--- src/rtl/rcrf_defines.vh ---
`ifndef RCRF_DEFINES_VH
`define RCRF_DEFINES_VH

// Frame layout.
`define RCRF_START_DELIM 8'h7E
`define RCRF_TYPE_REQ 8'h17
`define RCRF_TYPE_RSP 8'h97
`define RCRF_OFS_LEN 16'h0001
`define RCRF_OFS_TYPE 16'h0003
`define RCRF_OFS_FID 16'h0004
`define RCRF_OFS_DEST 16'h0005
`define RCRF_OFS_DEST_END 16'h000C
`define RCRF_OFS_OPT 16'h000F
`define RCRF_OFS_CMD_HI 16'h0010
`define RCRF_OFS_CMD_LO 16'h0011
`define RCRF_OFS_PARAM 16'h0012
`define RCRF_MIN_LEN 16'h000F
`define RCRF_CSUM_GOOD 8'hFF

// Option bits.
`define RCRF_OPT_NOACK 0
`define RCRF_OPT_APPLY 1
`define RCRF_OPT_SECURE 4

// Commit command, two ASCII characters.
`define RCRF_CMD_COMMIT 16'h4143

// Register offsets.
`define RCRF_REG_CTRL 4'h0
`define RCRF_REG_STATUS 4'h4
`define RCRF_REG_GOOD_CNT 4'h8
`define RCRF_REG_BAD_CNT 4'hC

// Control fields and reset values.
`define RCRF_CTRL_EN 0
`define RCRF_CTRL_SEC_CHK 1
`define RCRF_CTRL_RESET 2'h3

`endif

--- src/rtl/rcrf_fifo.v ---
`timescale 1ns/1ps
module rcrf_fifo #(
  parameter W = 8,
  parameter D = 4,
  parameter AW = 2
) (
  // Clock and reset.
  input wire mclk,
  input wire arst_n,
  // Filling side.
  input wire in_valid,
  input wire [W-1:0] in_data,
  output reg in_ready,
  // Draining side.
  output wire out_valid,
  output wire [W-1:0] out_data,
  input wire out_ready
);
  reg [W-1:0] mem_r [0:D-1];
  reg [AW-1:0] wr_ptr_r;
  reg [AW-1:0] rd_ptr_r;
  reg [AW:0] cnt_r;
  reg [AW:0] cnt_nxt;
  wire push;
  wire pop;

  assign push = in_valid & in_ready;
  assign pop = out_valid & out_ready;
  assign out_valid = (cnt_r != {(AW+1){1'b0}});
  assign out_data = mem_r[rd_ptr_r];

  // Occupancy after this cycle's push and pop.
  always @* begin
    cnt_nxt = cnt_r;
    if (push & ~pop) begin
      cnt_nxt = cnt_r + 1'b1;
    end else if (pop & ~push) begin
      cnt_nxt = cnt_r - 1'b1;
    end
  end

  always @(posedge mclk) begin
    if (push) begin
      mem_r[wr_ptr_r] <= in_data;
    end
  end

  always @(posedge mclk or negedge arst_n) begin
    if (!arst_n) begin
      wr_ptr_r <= {AW{1'b0}};
      rd_ptr_r <= {AW{1'b0}};
      cnt_r <= {(AW+1){1'b0}};
      in_ready <= 1'b1;
    end else begin
      if (push) begin
        wr_ptr_r <= (wr_ptr_r == D - 1) ? {AW{1'b0}} : wr_ptr_r + 1'b1;
      end
      if (pop) begin
        rd_ptr_r <= (rd_ptr_r == D - 1) ? {AW{1'b0}} : rd_ptr_r + 1'b1;
      end
      cnt_r <= cnt_nxt;
      in_ready <= (cnt_nxt != D);
    end
  end
endmodule // rcrf_fifo

--- src/rtl/rcrf_mem.v ---
`timescale 1ns/1ps
module rcrf_mem #(
  parameter W = 8,
  parameter DEPTH = 32,
  parameter AW = 5
) (
  // Clock.
  input wire mclk,
  // Write port.
  input wire wr_en,
  input wire [AW-1:0] wr_addr,
  input wire [W-1:0] wr_data,
  // Registered read port.
  input wire [AW-1:0] rd_addr,
  output reg [W-1:0] rd_data
);
  reg [W-1:0] mem_r [0:DEPTH-1];

  always @(posedge mclk) begin
    if (wr_en) begin
      mem_r[wr_addr] <= wr_data;
    end
    rd_data <= mem_r[rd_addr];
  end
endmodule // rcrf_mem

--- src/rtl/rcrf_rx.v ---
// Functional notes
// Host puts type 0x17 at offset three.
// Length counts bytes between length and checksum.
// Frame identifier zero suppresses any response.
// Response carries the request's frame identifier.
// Host fills destination, all ones for short.
// Option bit zero disables acknowledgement; the code still raises rsp_valid and only passes the bit out on req_opt_noack.
// Option bit one applies change immediately.
// Without apply, change waits for commit.
// Option bit four needs secure session.
// Host writes zero to unused option bits.
// Command is two ASCII bytes at sixteen.
// Parameter bytes from eighteen mean a write.
// No parameter bytes means a query.
// Checksum is 0xFF minus summed body bytes.
// Host should send requests only as unicast.
// Host fills offsets thirteen, fourteen with 0xFFFE.
// Bad checksum frames are silently discarded.
`timescale 1ns/1ps
`include "rcrf_defines.vh"
module rcrf_rx #(
  parameter PDEPTH = 32,
  parameter PAW = 5,
  parameter FDEPTH = 4
) (
  // Clock and reset.
  input wire mclk,
  input wire arst_n,
  // Incoming byte stream from the host.
  input wire in_valid,
  input wire [7:0] in_data,
  output wire in_ready,
  // Secure session state.
  input wire session_up,
  // Decoded request.
  output reg req_valid,
  input wire req_ready,
  output reg [7:0] req_frame_id,
  output reg [63:0] req_dest,
  output reg [15:0] req_cmd,
  output reg req_opt_noack,
  output reg req_opt_apply,
  output reg req_opt_secure,
  output reg req_is_query,
  output reg [PAW:0] req_param_len,
  // Parameter read-out.
  input wire [PAW-1:0] param_addr,
  output wire [7:0] param_data,
  // Commit of pending settings.
  output reg apply_pulse,
  output reg pending,
  // Response trigger.
  output reg rsp_valid,
  output reg [7:0] rsp_type,
  output reg [7:0] rsp_frame_id,
  output reg rsp_err,
  // Register port.
  input wire [3:0] reg_addr,
  input wire [31:0] reg_wdata,
  input wire reg_wr,
  input wire reg_rd,
  output reg [31:0] reg_rdata
);
  localparam S_IDLE = 5'b00001;
  localparam S_LEN_H = 5'b00010;
  localparam S_LEN_L = 5'b00100;
  localparam S_BODY = 5'b01000;
  localparam S_CSUM = 5'b10000;

  reg [4:0] state_r;
  reg [15:0] len_r;
  reg [15:0] pos_r;
  reg [7:0] sum_r;
  reg [7:0] type_r;
  reg [7:0] fid_r;
  reg [63:0] dest_r;
  reg [7:0] opt_r;
  reg [15:0] cmd_r;
  reg [PAW:0] plen_r;
  reg ovf_r;
  reg [1:0] ctrl_r;
  reg [15:0] good_cnt_r;
  reg [15:0] bad_cnt_r;
  reg [31:0] rd_mux;
  wire [7:0] byte_in;
  wire byte_vld;
  wire take;
  wire [15:0] last_pos;
  wire [7:0] csum_total;
  wire frame_ok;
  wire sec_bad;
  wire accept;
  wire good_inc;
  wire bad_inc;
  wire is_query;
  wire commit_cmd;
  wire mem_wr;

  function [7:0] add8;
    input [7:0] a;
    input [7:0] b;
    begin
      add8 = a + b;
    end
  endfunction

  // Parser stalls while a decoded request waits, backing up the FIFO.
  assign take = ~req_valid;
  assign last_pos = len_r + 16'h0002;
  assign csum_total = add8(sum_r, byte_in);
  assign frame_ok = (csum_total == `RCRF_CSUM_GOOD) &&
                    (type_r == `RCRF_TYPE_REQ) &&
                    (len_r >= `RCRF_MIN_LEN) && ~ovf_r &&
                    ctrl_r[`RCRF_CTRL_EN];
  assign sec_bad = opt_r[`RCRF_OPT_SECURE] & ~session_up &
                   ctrl_r[`RCRF_CTRL_SEC_CHK];
  assign is_query = (plen_r == {(PAW+1){1'b0}});
  assign commit_cmd = (cmd_r == `RCRF_CMD_COMMIT);
  assign accept = (state_r == S_CSUM) && byte_vld && frame_ok;
  assign good_inc = accept && ~sec_bad;
  assign bad_inc = (state_r == S_CSUM) && byte_vld && ~frame_ok;
  assign mem_wr = (state_r == S_BODY) && byte_vld &&
                  (pos_r >= `RCRF_OFS_PARAM) &&
                  (pos_r < `RCRF_OFS_PARAM + PDEPTH);

  rcrf_fifo #(
    .W(8),
    .D(FDEPTH),
    .AW(2)
  ) u_fifo (
    .mclk(mclk),
    .arst_n(arst_n),
    .in_valid(in_valid),
    .in_data(in_data),
    .in_ready(in_ready),
    .out_valid(byte_vld),
    .out_data(byte_in),
    .out_ready(take)
  );

  rcrf_mem #(
    .W(8),
    .DEPTH(PDEPTH),
    .AW(PAW)
  ) u_mem (
    .mclk(mclk),
    .wr_en(mem_wr & take),
    .wr_addr(plen_r[PAW-1:0]),
    .wr_data(byte_in),
    .rd_addr(param_addr),
    .rd_data(param_data)
  );

  // Byte parser.
  always @(posedge mclk or negedge arst_n) begin
    if (!arst_n) begin
      state_r <= S_IDLE;
      len_r <= 16'h0000;
      pos_r <= 16'h0000;
      sum_r <= 8'h00;
      type_r <= 8'h00;
      fid_r <= 8'h00;
      dest_r <= 64'h0000_0000_0000_0000;
      opt_r <= 8'h00;
      cmd_r <= 16'h0000;
      plen_r <= {(PAW+1){1'b0}};
      ovf_r <= 1'b0;
    end else if (byte_vld && take) begin
      case (state_r)
        S_IDLE: begin
          if (byte_in == `RCRF_START_DELIM) begin
            state_r <= S_LEN_H;
          end
        end
        S_LEN_H: begin
          len_r <= {byte_in, 8'h00};
          state_r <= S_LEN_L;
        end
        S_LEN_L: begin
          len_r <= {len_r[15:8], byte_in};
          pos_r <= `RCRF_OFS_TYPE;
          sum_r <= 8'h00;
          type_r <= 8'h00;
          plen_r <= {(PAW+1){1'b0}};
          ovf_r <= 1'b0;
          state_r <= ({len_r[15:8], byte_in} == 16'h0000) ? S_CSUM : S_BODY;
        end
        S_BODY: begin
          sum_r <= add8(sum_r, byte_in);
          pos_r <= pos_r + 16'h0001;
          if (pos_r == `RCRF_OFS_TYPE) begin
            type_r <= byte_in;
          end
          if (pos_r == `RCRF_OFS_FID) begin
            fid_r <= byte_in;
          end
          if ((pos_r >= `RCRF_OFS_DEST) && (pos_r <= `RCRF_OFS_DEST_END)) begin
            dest_r <= {dest_r[55:0], byte_in};
          end
          if (pos_r == `RCRF_OFS_OPT) begin
            opt_r <= byte_in;
          end
          if (pos_r == `RCRF_OFS_CMD_HI) begin
            cmd_r <= {byte_in, 8'h00};
          end
          if (pos_r == `RCRF_OFS_CMD_LO) begin
            cmd_r <= {cmd_r[15:8], byte_in};
          end
          if (mem_wr) begin
            plen_r <= plen_r + 1'b1;
          end else if (pos_r >= `RCRF_OFS_PARAM) begin
            ovf_r <= 1'b1;
          end
          if (pos_r == last_pos) begin
            state_r <= S_CSUM;
          end
        end
        S_CSUM: begin
          state_r <= S_IDLE;
        end
        default: begin
          state_r <= S_IDLE;
        end
      endcase
    end
  end

  // Request, commit and response outputs.
  always @(posedge mclk or negedge arst_n) begin
    if (!arst_n) begin
      req_valid <= 1'b0;
      req_frame_id <= 8'h00;
      req_dest <= 64'h0000_0000_0000_0000;
      req_cmd <= 16'h0000;
      req_opt_noack <= 1'b0;
      req_opt_apply <= 1'b0;
      req_opt_secure <= 1'b0;
      req_is_query <= 1'b0;
      req_param_len <= {(PAW+1){1'b0}};
      apply_pulse <= 1'b0;
      pending <= 1'b0;
      rsp_valid <= 1'b0;
      rsp_type <= 8'h00;
      rsp_frame_id <= 8'h00;
      rsp_err <= 1'b0;
    end else begin
      apply_pulse <= 1'b0;
      rsp_valid <= 1'b0;
      if (req_valid && req_ready) begin
        req_valid <= 1'b0;
      end
      if (good_inc) begin
        req_valid <= 1'b1;
        req_frame_id <= fid_r;
        req_dest <= dest_r;
        req_cmd <= cmd_r;
        req_opt_noack <= opt_r[`RCRF_OPT_NOACK];
        req_opt_apply <= opt_r[`RCRF_OPT_APPLY];
        req_opt_secure <= opt_r[`RCRF_OPT_SECURE];
        req_is_query <= is_query;
        req_param_len <= plen_r;
        if (commit_cmd || (~is_query && opt_r[`RCRF_OPT_APPLY])) begin
          apply_pulse <= 1'b1;
          pending <= 1'b0;
        end else if (~is_query) begin
          pending <= 1'b1;
        end
      end
      if (accept && (fid_r != 8'h00)) begin
        rsp_valid <= 1'b1;
        rsp_type <= `RCRF_TYPE_RSP;
        rsp_frame_id <= fid_r;
        rsp_err <= sec_bad;
      end
    end
  end

  // Register port with one-cycle read latency.
  always @* begin
    rd_mux = 32'h0000_0000;
    case (reg_addr)
      `RCRF_REG_CTRL: rd_mux = {30'h0000_0000, ctrl_r};
      `RCRF_REG_STATUS: rd_mux = {29'h0000_0000, (state_r != S_IDLE),
                                  req_valid, pending};
      `RCRF_REG_GOOD_CNT: rd_mux = {16'h0000, good_cnt_r};
      `RCRF_REG_BAD_CNT: rd_mux = {16'h0000, bad_cnt_r};
      default: rd_mux = 32'h0000_0000;
    endcase
  end

  always @(posedge mclk or negedge arst_n) begin
    if (!arst_n) begin
      ctrl_r <= `RCRF_CTRL_RESET;
      good_cnt_r <= 16'h0000;
      bad_cnt_r <= 16'h0000;
      reg_rdata <= 32'h0000_0000;
    end else begin
      reg_rdata <= reg_rd ? rd_mux : 32'h0000_0000;
      if (reg_wr && (reg_addr == `RCRF_REG_CTRL)) begin
        ctrl_r <= reg_wdata[1:0];
      end
      if (good_inc) begin
        good_cnt_r <= (reg_wr && (reg_addr == `RCRF_REG_GOOD_CNT)) ?
                      16'h0001 : good_cnt_r + 16'h0001;
      end else if (reg_wr && (reg_addr == `RCRF_REG_GOOD_CNT)) begin
        good_cnt_r <= 16'h0000;
      end
      if (bad_inc) begin
        bad_cnt_r <= (reg_wr && (reg_addr == `RCRF_REG_BAD_CNT)) ?
                     16'h0001 : bad_cnt_r + 16'h0001;
      end else if (reg_wr && (reg_addr == `RCRF_REG_BAD_CNT)) begin
        bad_cnt_r <= 16'h0000;
      end
    end
  end
endmodule // rcrf_rx

--- config.mk ---
export PLATFORM = sky130hd
export DESIGN_NAME = rcrf_rx
export DESIGN_NICKNAME = d
export VERILOG_FILES = /design/src/rtl/rcrf_fifo.v /design/src/rtl/rcrf_mem.v /design/src/rtl/rcrf_rx.v
export VERILOG_INCLUDE_DIRS = /design/src /design/src/rtl
export SDC_FILE = /design/constraint.sdc
export NUM_CORES = 1
export LEC_CHECK = 0
export ABC_CLOCK_PERIOD_IN_PS = 7400
export BUFFER_PORTS_ARGS = -buffer_cell sky130_fd_sc_hd__clkbuf_2
export CAP_MARGIN = 20
export CELL_PAD_IN_SITES_DETAIL_PLACEMENT = 1
export CELL_PAD_IN_SITES_GLOBAL_PLACEMENT = 2
export CORE_MARGIN = 1.5
export CORE_UTILIZATION = 45
export CTS_BUF_LIST = sky130_fd_sc_hd__clkbuf_4 sky130_fd_sc_hd__clkbuf_8 sky130_fd_sc_hd__clkbuf_16
export CTS_CLUSTER_DIAMETER = 50
export CTS_CLUSTER_SIZE = 28
export DETAILED_ROUTE_END_ITERATION = 8
export PLACE_DENSITY_LB_ADDON = 0.1
export SYNTH_ARGS = -nofsm -noshare
export SYNTH_HDL_FRONTEND = slang
export SYNTH_SLANG_ARGS = --single-unit
export TNS_END_PERCENT = 10
--- constraint.sdc ---
create_clock -name mclk -period 7.4 [get_ports mclk]
set_input_delay 0.37 -clock mclk [delete_from_list [all_inputs] [get_ports mclk]]
set_output_delay 0.37 -clock mclk [all_outputs]
set_load 0.02 [all_outputs]
## Word-level counts from Yosys, hierarchy flattened

Memory sizes are Yosys's and may differ from the RTL's. A register that Yosys moved wholly into a read port is not among the register bits.
Cells that the tools add are included.

- Input port bits: 56
- Word-level logic and storage cells: 182
- Register bits: 339
- Bits in writable memories: 288
- Output and inout bits: 160
- Memories kept: 2

Memory list:

| name | words | width | rd ports | clocked after memory_dff | write ports | RTL line | text |
|---|---|---|---|---|---|---|---|
| u_mem.mem_r | 32 | 8 | 1 | 1 | 1 | rcrf_mem.v:17 | `reg [W-1:0] mem_r [0:DEPTH-1];` |
| u_fifo.mem_r | 4 | 8 | 1 | 0 | 1 | rcrf_fifo.v:19 | `reg [W-1:0] mem_r [0:D-1];` |

- $lt $le $gt $ge: 5
- Bitwise operators: 17
- Reductions and logical operators: 44
- Multiplexer cells: 39
- $add $sub $neg: 10
- Equality and inequality tests: 29

Operator list:

| kind | number |
|---|---|
| 2-to-1 mux 16 bit | 6 |
| case mux 16 bit (2 select lines) | 2 |
| case mux 16 bit (4 select lines) | 1 |
| adder 16 x 1 -> 16 bit (second input constant) | 3 |
| equality test 16 x 5 -> 1 bit (second input constant) | 2 |
| 2-to-1 mux 32 bit | 1 |
| case mux 8 bit (2 select lines) | 2 |
| 2-to-1 mux 8 bit | 3 |
| AND reduction 3 bit | 8 |
| case mux 5 bit (4 select lines) | 1 |
| logical AND 1 bit | 19 |
| adder 16 x 2 -> 16 bit (second input constant) | 1 |
| equality test 16 x 15 -> 1 bit (second input constant) | 1 |
| equality test 16 bit | 1 |
| equality test 16 x 2 -> 1 bit (second input constant) | 1 |
| equality test 16 x 3 -> 1 bit (second input constant) | 1 |
| equality test 16 x 4 -> 1 bit (second input constant) | 1 |
| greater-or-equal comparator 16 x 3 -> 1 bit (second input constant) | 1 |
| greater-or-equal comparator 16 x 4 -> 1 bit (second input constant) | 1 |
| greater-or-equal comparator 16 x 5 -> 1 bit (second input constant) | 1 |
| <= comparator 16 x 4 -> 1 bit (second input constant) | 1 |
| zero test 16 bit | 1 |
| less-than comparator 16 x 6 -> 1 bit (second input constant) | 1 |
| 2-to-1 mux 5 bit | 3 |
| 36 further kinds | 81 |

## Depth between registers and ports, before layout

An unclocked memory read counts as a cell.

- Depth in word-level cells: 10
- Gate-level depth with buffers: 15
- Gate-level depth less buffers: 10

## By module

From an unflattened synthesis, not the netlist that was laid out.

- Cells, all modules: 1711
- Area total of the unflattened synthesis: 26420.3 um2

By module, submodules not included:

| module | area an instance (um2) | seq. area each (um2) | cells each | instances |
|---|---|---|---|---|
| rcrf_rx | 14644.0 | 7836.3 | 1198 | 1 |
| rcrf_mem | 10053.4 | 7847.5 | 417 | 1 |
| rcrf_fifo | 1722.9 | 1162.4 | 96 | 1 |

## Worst setup path after synthesis

No wires, ideal clock.

- Path type: register -> register
- Start: register u_fifo.rd_ptr_r[0]
- End: register pending
- Path slack: 2.891 ns
- Buffers on the path: 5
- Setup time: 0.132 ns
- Cell stages (with the launch flop): 16
- Data arrival time: 4.377 ns
- Clock period less this slack: 4.509 ns
- Data required time: 7.268 ns
- Cells stage by stage: dfrtp_1 > buf_4 > mux4_2 > clkbuf_1 > ha_1 > fa_1 > a211o_1 > and3_4 > o311ai_1 > nand4_1 > or4_1 > buf_2 > buf_6 > clkbuf_1 > o21ai_0 > o31ai_1

- Longest elaborated chain between the ends: 10

RTL lines:

| what | RTL line | text |
|---|---|---|
| start, declared | rcrf_fifo.v:21 | `reg [AW-1:0] rd_ptr_r;` |
| start signal, assigned | rcrf_fifo.v:51 | `rd_ptr_r <= {AW{1'b0}};` |
| start signal, assigned | rcrf_fifo.v:59 | `rd_ptr_r <= (rd_ptr_r == D - 1) ? {AW{1'b0}} : rd_ptr_r + 1'b1;` |
| memory read (4 x 8 bit) | -- |  |
| named net byte_in[0] | rcrf_rx.v:85 | `wire [7:0] byte_in;` |
| adder 8 bit | rcrf_rx.v:103 | `add8 = a + b;` |
| equality test 8 bit (no line) | -- |  |
| logical AND 1 bit (4 in a row) | rcrf_rx.v:111 | `` assign frame_ok = (csum_total == `RCRF_CSUM_GOOD) && `` |
| logical AND 1 bit | rcrf_rx.v:119 | `assign accept = (state_r == S_CSUM) && byte_vld && frame_ok;` |
| logical AND 1 bit | rcrf_rx.v:120 | `assign good_inc = accept && ~sec_bad;` |
| AND reduction 2 bit (no line) | -- |  |
| end signal, assigned | rcrf_rx.v:241 | `pending <= 1'b0;` |
| end signal, assigned | rcrf_rx.v:264 | `pending <= 1'b0;` |
| end signal, assigned | rcrf_rx.v:266 | `pending <= 1'b1;` |
| end, declared | rcrf_rx.v:51 | `output reg pending,` |

The timed path passes the listed nets, and every way through them passes these cells.
A chain may end at the register's enable or synchronous reset.

## Worst setup path in the final report

- Start: register u_fifo.rd_ptr_r[0]
- End: register req_cmd[12]

- Longest elaborated chain between the ends: 9

RTL lines:

| what | RTL line | text |
|---|---|---|
| memory read (4 x 8 bit) | -- |  |
| adder 8 bit | rcrf_rx.v:103 |  |
| equality test 8 bit (no line) | -- |  |
| logical AND 1 bit (4 in a row) | rcrf_rx.v:111 |  |
| logical AND 1 bit | rcrf_rx.v:119 |  |
| logical AND 1 bit | rcrf_rx.v:120 |  |
| end signal, assigned | rcrf_rx.v:256 | `req_cmd <= cmd_r;` |
| end, declared | rcrf_rx.v:40 | `output reg [15:0] req_cmd,` |

No other way between the ends.

==> out/qor.yml <==
finish:
  stdcell_count: 2640
  layout_common_cells: "317 x dfrtp_1, 288 x edfxtp_1, 207 x mux2_2"
  nets: 1915
  drive_above_1_share_pct: 33.17
  area_growth_pct: 15.15
  nFillCells: 5441
  final_common_cell: "dfrtp_1"
  final_area_um2: 29560
  diodes: 0
placed_design:
  portBuffers: 166
  placedInstanceArea_um2: 27190
  dp_cells: 2513
  dp_hpwl_mm: 38.24
  gp_congestion: 0.7756
yosys:
  synth_xor_area_share_pct: 1.491
  synth_top_family_by_area: "multiplexers"
  yosys_warnings: 0
  async_reset_ff_share_pct: 52.03
  post-synth-top-area-fraction_pct: 33.68
  synthAdderAreaFrac_pct: 1.423
  ys_seq_area_share_pct: 65.61
  synth-edff-count: 288
  syn_area_um2: 25670
  yosys.area_share.simple_pct: 7.554
  ys_ff_latch: 617
  synth_flop_cell: "dfrtp_1"
  synth_mux_area_share_pct: 17.03
  yosysUniqueCellTypes: 69
  synth_area_leader_cell: "edfxtp_1"
  syn_avg_cell_area_um2: 15.42
  synth_compound_area_share_pct: 4.410
  synthTopCellsByArea: "edfxtp_1 34%, dfrtp_1 31%, mux2_2 9.1%"
  synthCells: 1665
global_route:
  overflow: 0
  grt_pass1_vias: 15700
  grt_start_max_net_pins: 138
  grt_pass1_wl_mm: 94.85
  grt_use_total_pct: 21.01
  antenna_found_initial: 1
floorplan:
  die-area_um2: 58500
  die_h_um: 241.9
  initial_core_util_pct: 45.53
  std_cell_rows: 87
  core_area_um2: 56390
  die_w_um: 241.9
  num_io_pins: 216
power_and_ir_drop:
  peakVddDrop_v: 0.0001913
  finalPower_w: 0.009141
  p_leak_nw: 12.27
  pwr_density_cell_nw_per_um2: 309.2
detailed_routing:
  drc: 0
  avgRoutedWirePerCell_um: 22.84
  wl_met3_mm: 2.700
  drt_iter0_drc: 735
  routed_wl_mm: 60.31
  final_antenna_net_count: 0
  met1_length_mm: 26.71
  route.vias.total: 14640
  dr_wl_met2_mm: 29.96
  first_pass_iters: 5
  top_layer_used: "met4"
  viasPerCell: 5.546
clock_network:
  postCtsSetupRepairBufs: 0
  cts_root_buf: "clkbuf_16"
  worstSkewPairLatency_ps: 630
  clk_pin_slew_ps: 70
  clock_path_buffers: 3
  numCtsBuffers: 61
  cts_resized: 0
  cts.sinks: 617
  cts_tree: "yes"
  htreeDepth: 2
sta:
  rsz0062_at_grt: "no"
  setup_viol: 0
  fin_tns_setup_ps: 0
  slew_violations: 0
  max_freq_mhz: 180.9
  period_share_pct: 74.70
  hold_viol: 0
  skew_ps: 18.58
  min_period_ps: 5528
  tightest_slew_ps: 990.3
  slew_headroom_pct: 33.98
worst_setup_path:
  cp.arrival_ps: 6030
  cp.required_ps: 7900
  critPathMaxFanout: 42
  endpoint_kind: "flip-flop"
  crit_type: "flip-flop to flip-flop"
  startpoint_type: "flip-flop"
outcome:
  status: "finished, final reports clean"
flow_run:
  drv_cap: 0
min_path:
  hp-class: "input port to flip-flop"
## what timing repair did
item                                   in CTS  in global routing
endpoints found under the hold margin     153                  0
hold buffers                               12                  0
setup endpoints to repair                   0                  0
## cell families after synthesis
family | count (synthesis)
fa+ha+maj | 29
buf+inv | 140
other cells | 1
mux | 301
simple gates | 369
flops | 617
xor+xnor | 42
compound gates | 166
## per-stage QoR
step	setup WS, ps	util [%]	hold slack (ps)
after CTS	1792	52.43	69.17
after floorplan	2891	-	74.41
after detailed placement	1826	48.22	491.3
after global routing	1528	52.43	95.31
final	1872	52.43	109.4
after global placement	1906	48.21	483.1
## flip-flops by register name (all words and copies together), names as in the netlist, 32 cells and up
register	cells
u_fifo.mem_r	32
u_mem.mem_r	256
dest_r	64
req_dest	64
## where the power goes
group | switching (W) | total [W] | leakage, nW | internal, W
combinational | 0.00102 | 0.00151 | 4.14 | 0.000498
clock | 0.00149 | 0.00338 | 1.08 | 0.00190
sequential | 0.000195 | 0.00424 | 7.05 | 0.00405
## path summary, 6_finish.rpt
path | start | endpoint | slack, ps | depth (start not counted)
hold / removal | reg_addr[0] | reg_rdata[0]$_DFF_PN0_ | 110 | 4
hold reg to reg | u_fifo.cnt_r[2]$_DFF_PN0_ | u_fifo.cnt_r[2]$_DFF_PN0_ | 500 | 1
min in group asynchronous | arst_n | bad_cnt_r[9]$_DFFE_PN0P_ | 410 | 2
setup reg to reg | u_fifo.rd_ptr_r[0]$_DFFE_PN0P_ | req_cmd[12]$_DFFE_PN0P_ | 1870 | 11
max in group asynchronous | arst_n | len_r[8]$_DFFE_PN0P_ | 5600 | 3
setup / recovery | u_fifo.rd_ptr_r[0]$_DFFE_PN0P_ | req_cmd[12]$_DFFE_PN0P_ | 1870 | 11
## cell type report
| class | count | area (um2) | share of cell area [%] |
|---|---|---|---|
| repair buffers | 198 | 1136 | 3.843 |
| multi-input cells | 926 | 8274 | 27.99 |
| clock inverters | 49 | 645.6 | 2.184 |
| flip-flops and latches | 617 | 16850 | 56.98 |
| inverters | 28 | 105.1 | 0.3555 |
| well taps | 756 | 945.9 | 3.199 |
| clock buffers | 66 | 1612 | 5.451 |
## per-layer routing
metal | GRT usage (%) | up-vias
met5 | 0 | -
met4 | 4.265 | 0
met3 | 4.107 | 65
met2 | 35.43 | 236
met1 | 28.46 | 7742
li1 | - | 6598
## synth_stat cells (18+ instances only)
cell type and n:
o21ai_0 35, clkbuf_1 68, nor2_1 98, nand4_1 26, xnor2_1 24, mux2_2 207
inv_1 28, nand3_1 29, buf_4 24, a21oi_1 36, mux4_2 88, a22o_1 31
ha_1 26, nand2_1 72, nor3_1 18, dfrtp_1 317, edfxtp_1 288
## critical path: stages (launching register included)
cell and delay (ps):
dfrtp_1 740, mux4_2 580, buf_4 300, ha_1 290, fa_1 420, a211o_1 310, and3_4 190, o311ai_1 410
nand4_1 400, or4_2 980, buf_4 400, mux2_2 330
Note: power is estimated with default switching activity, not from simulation.
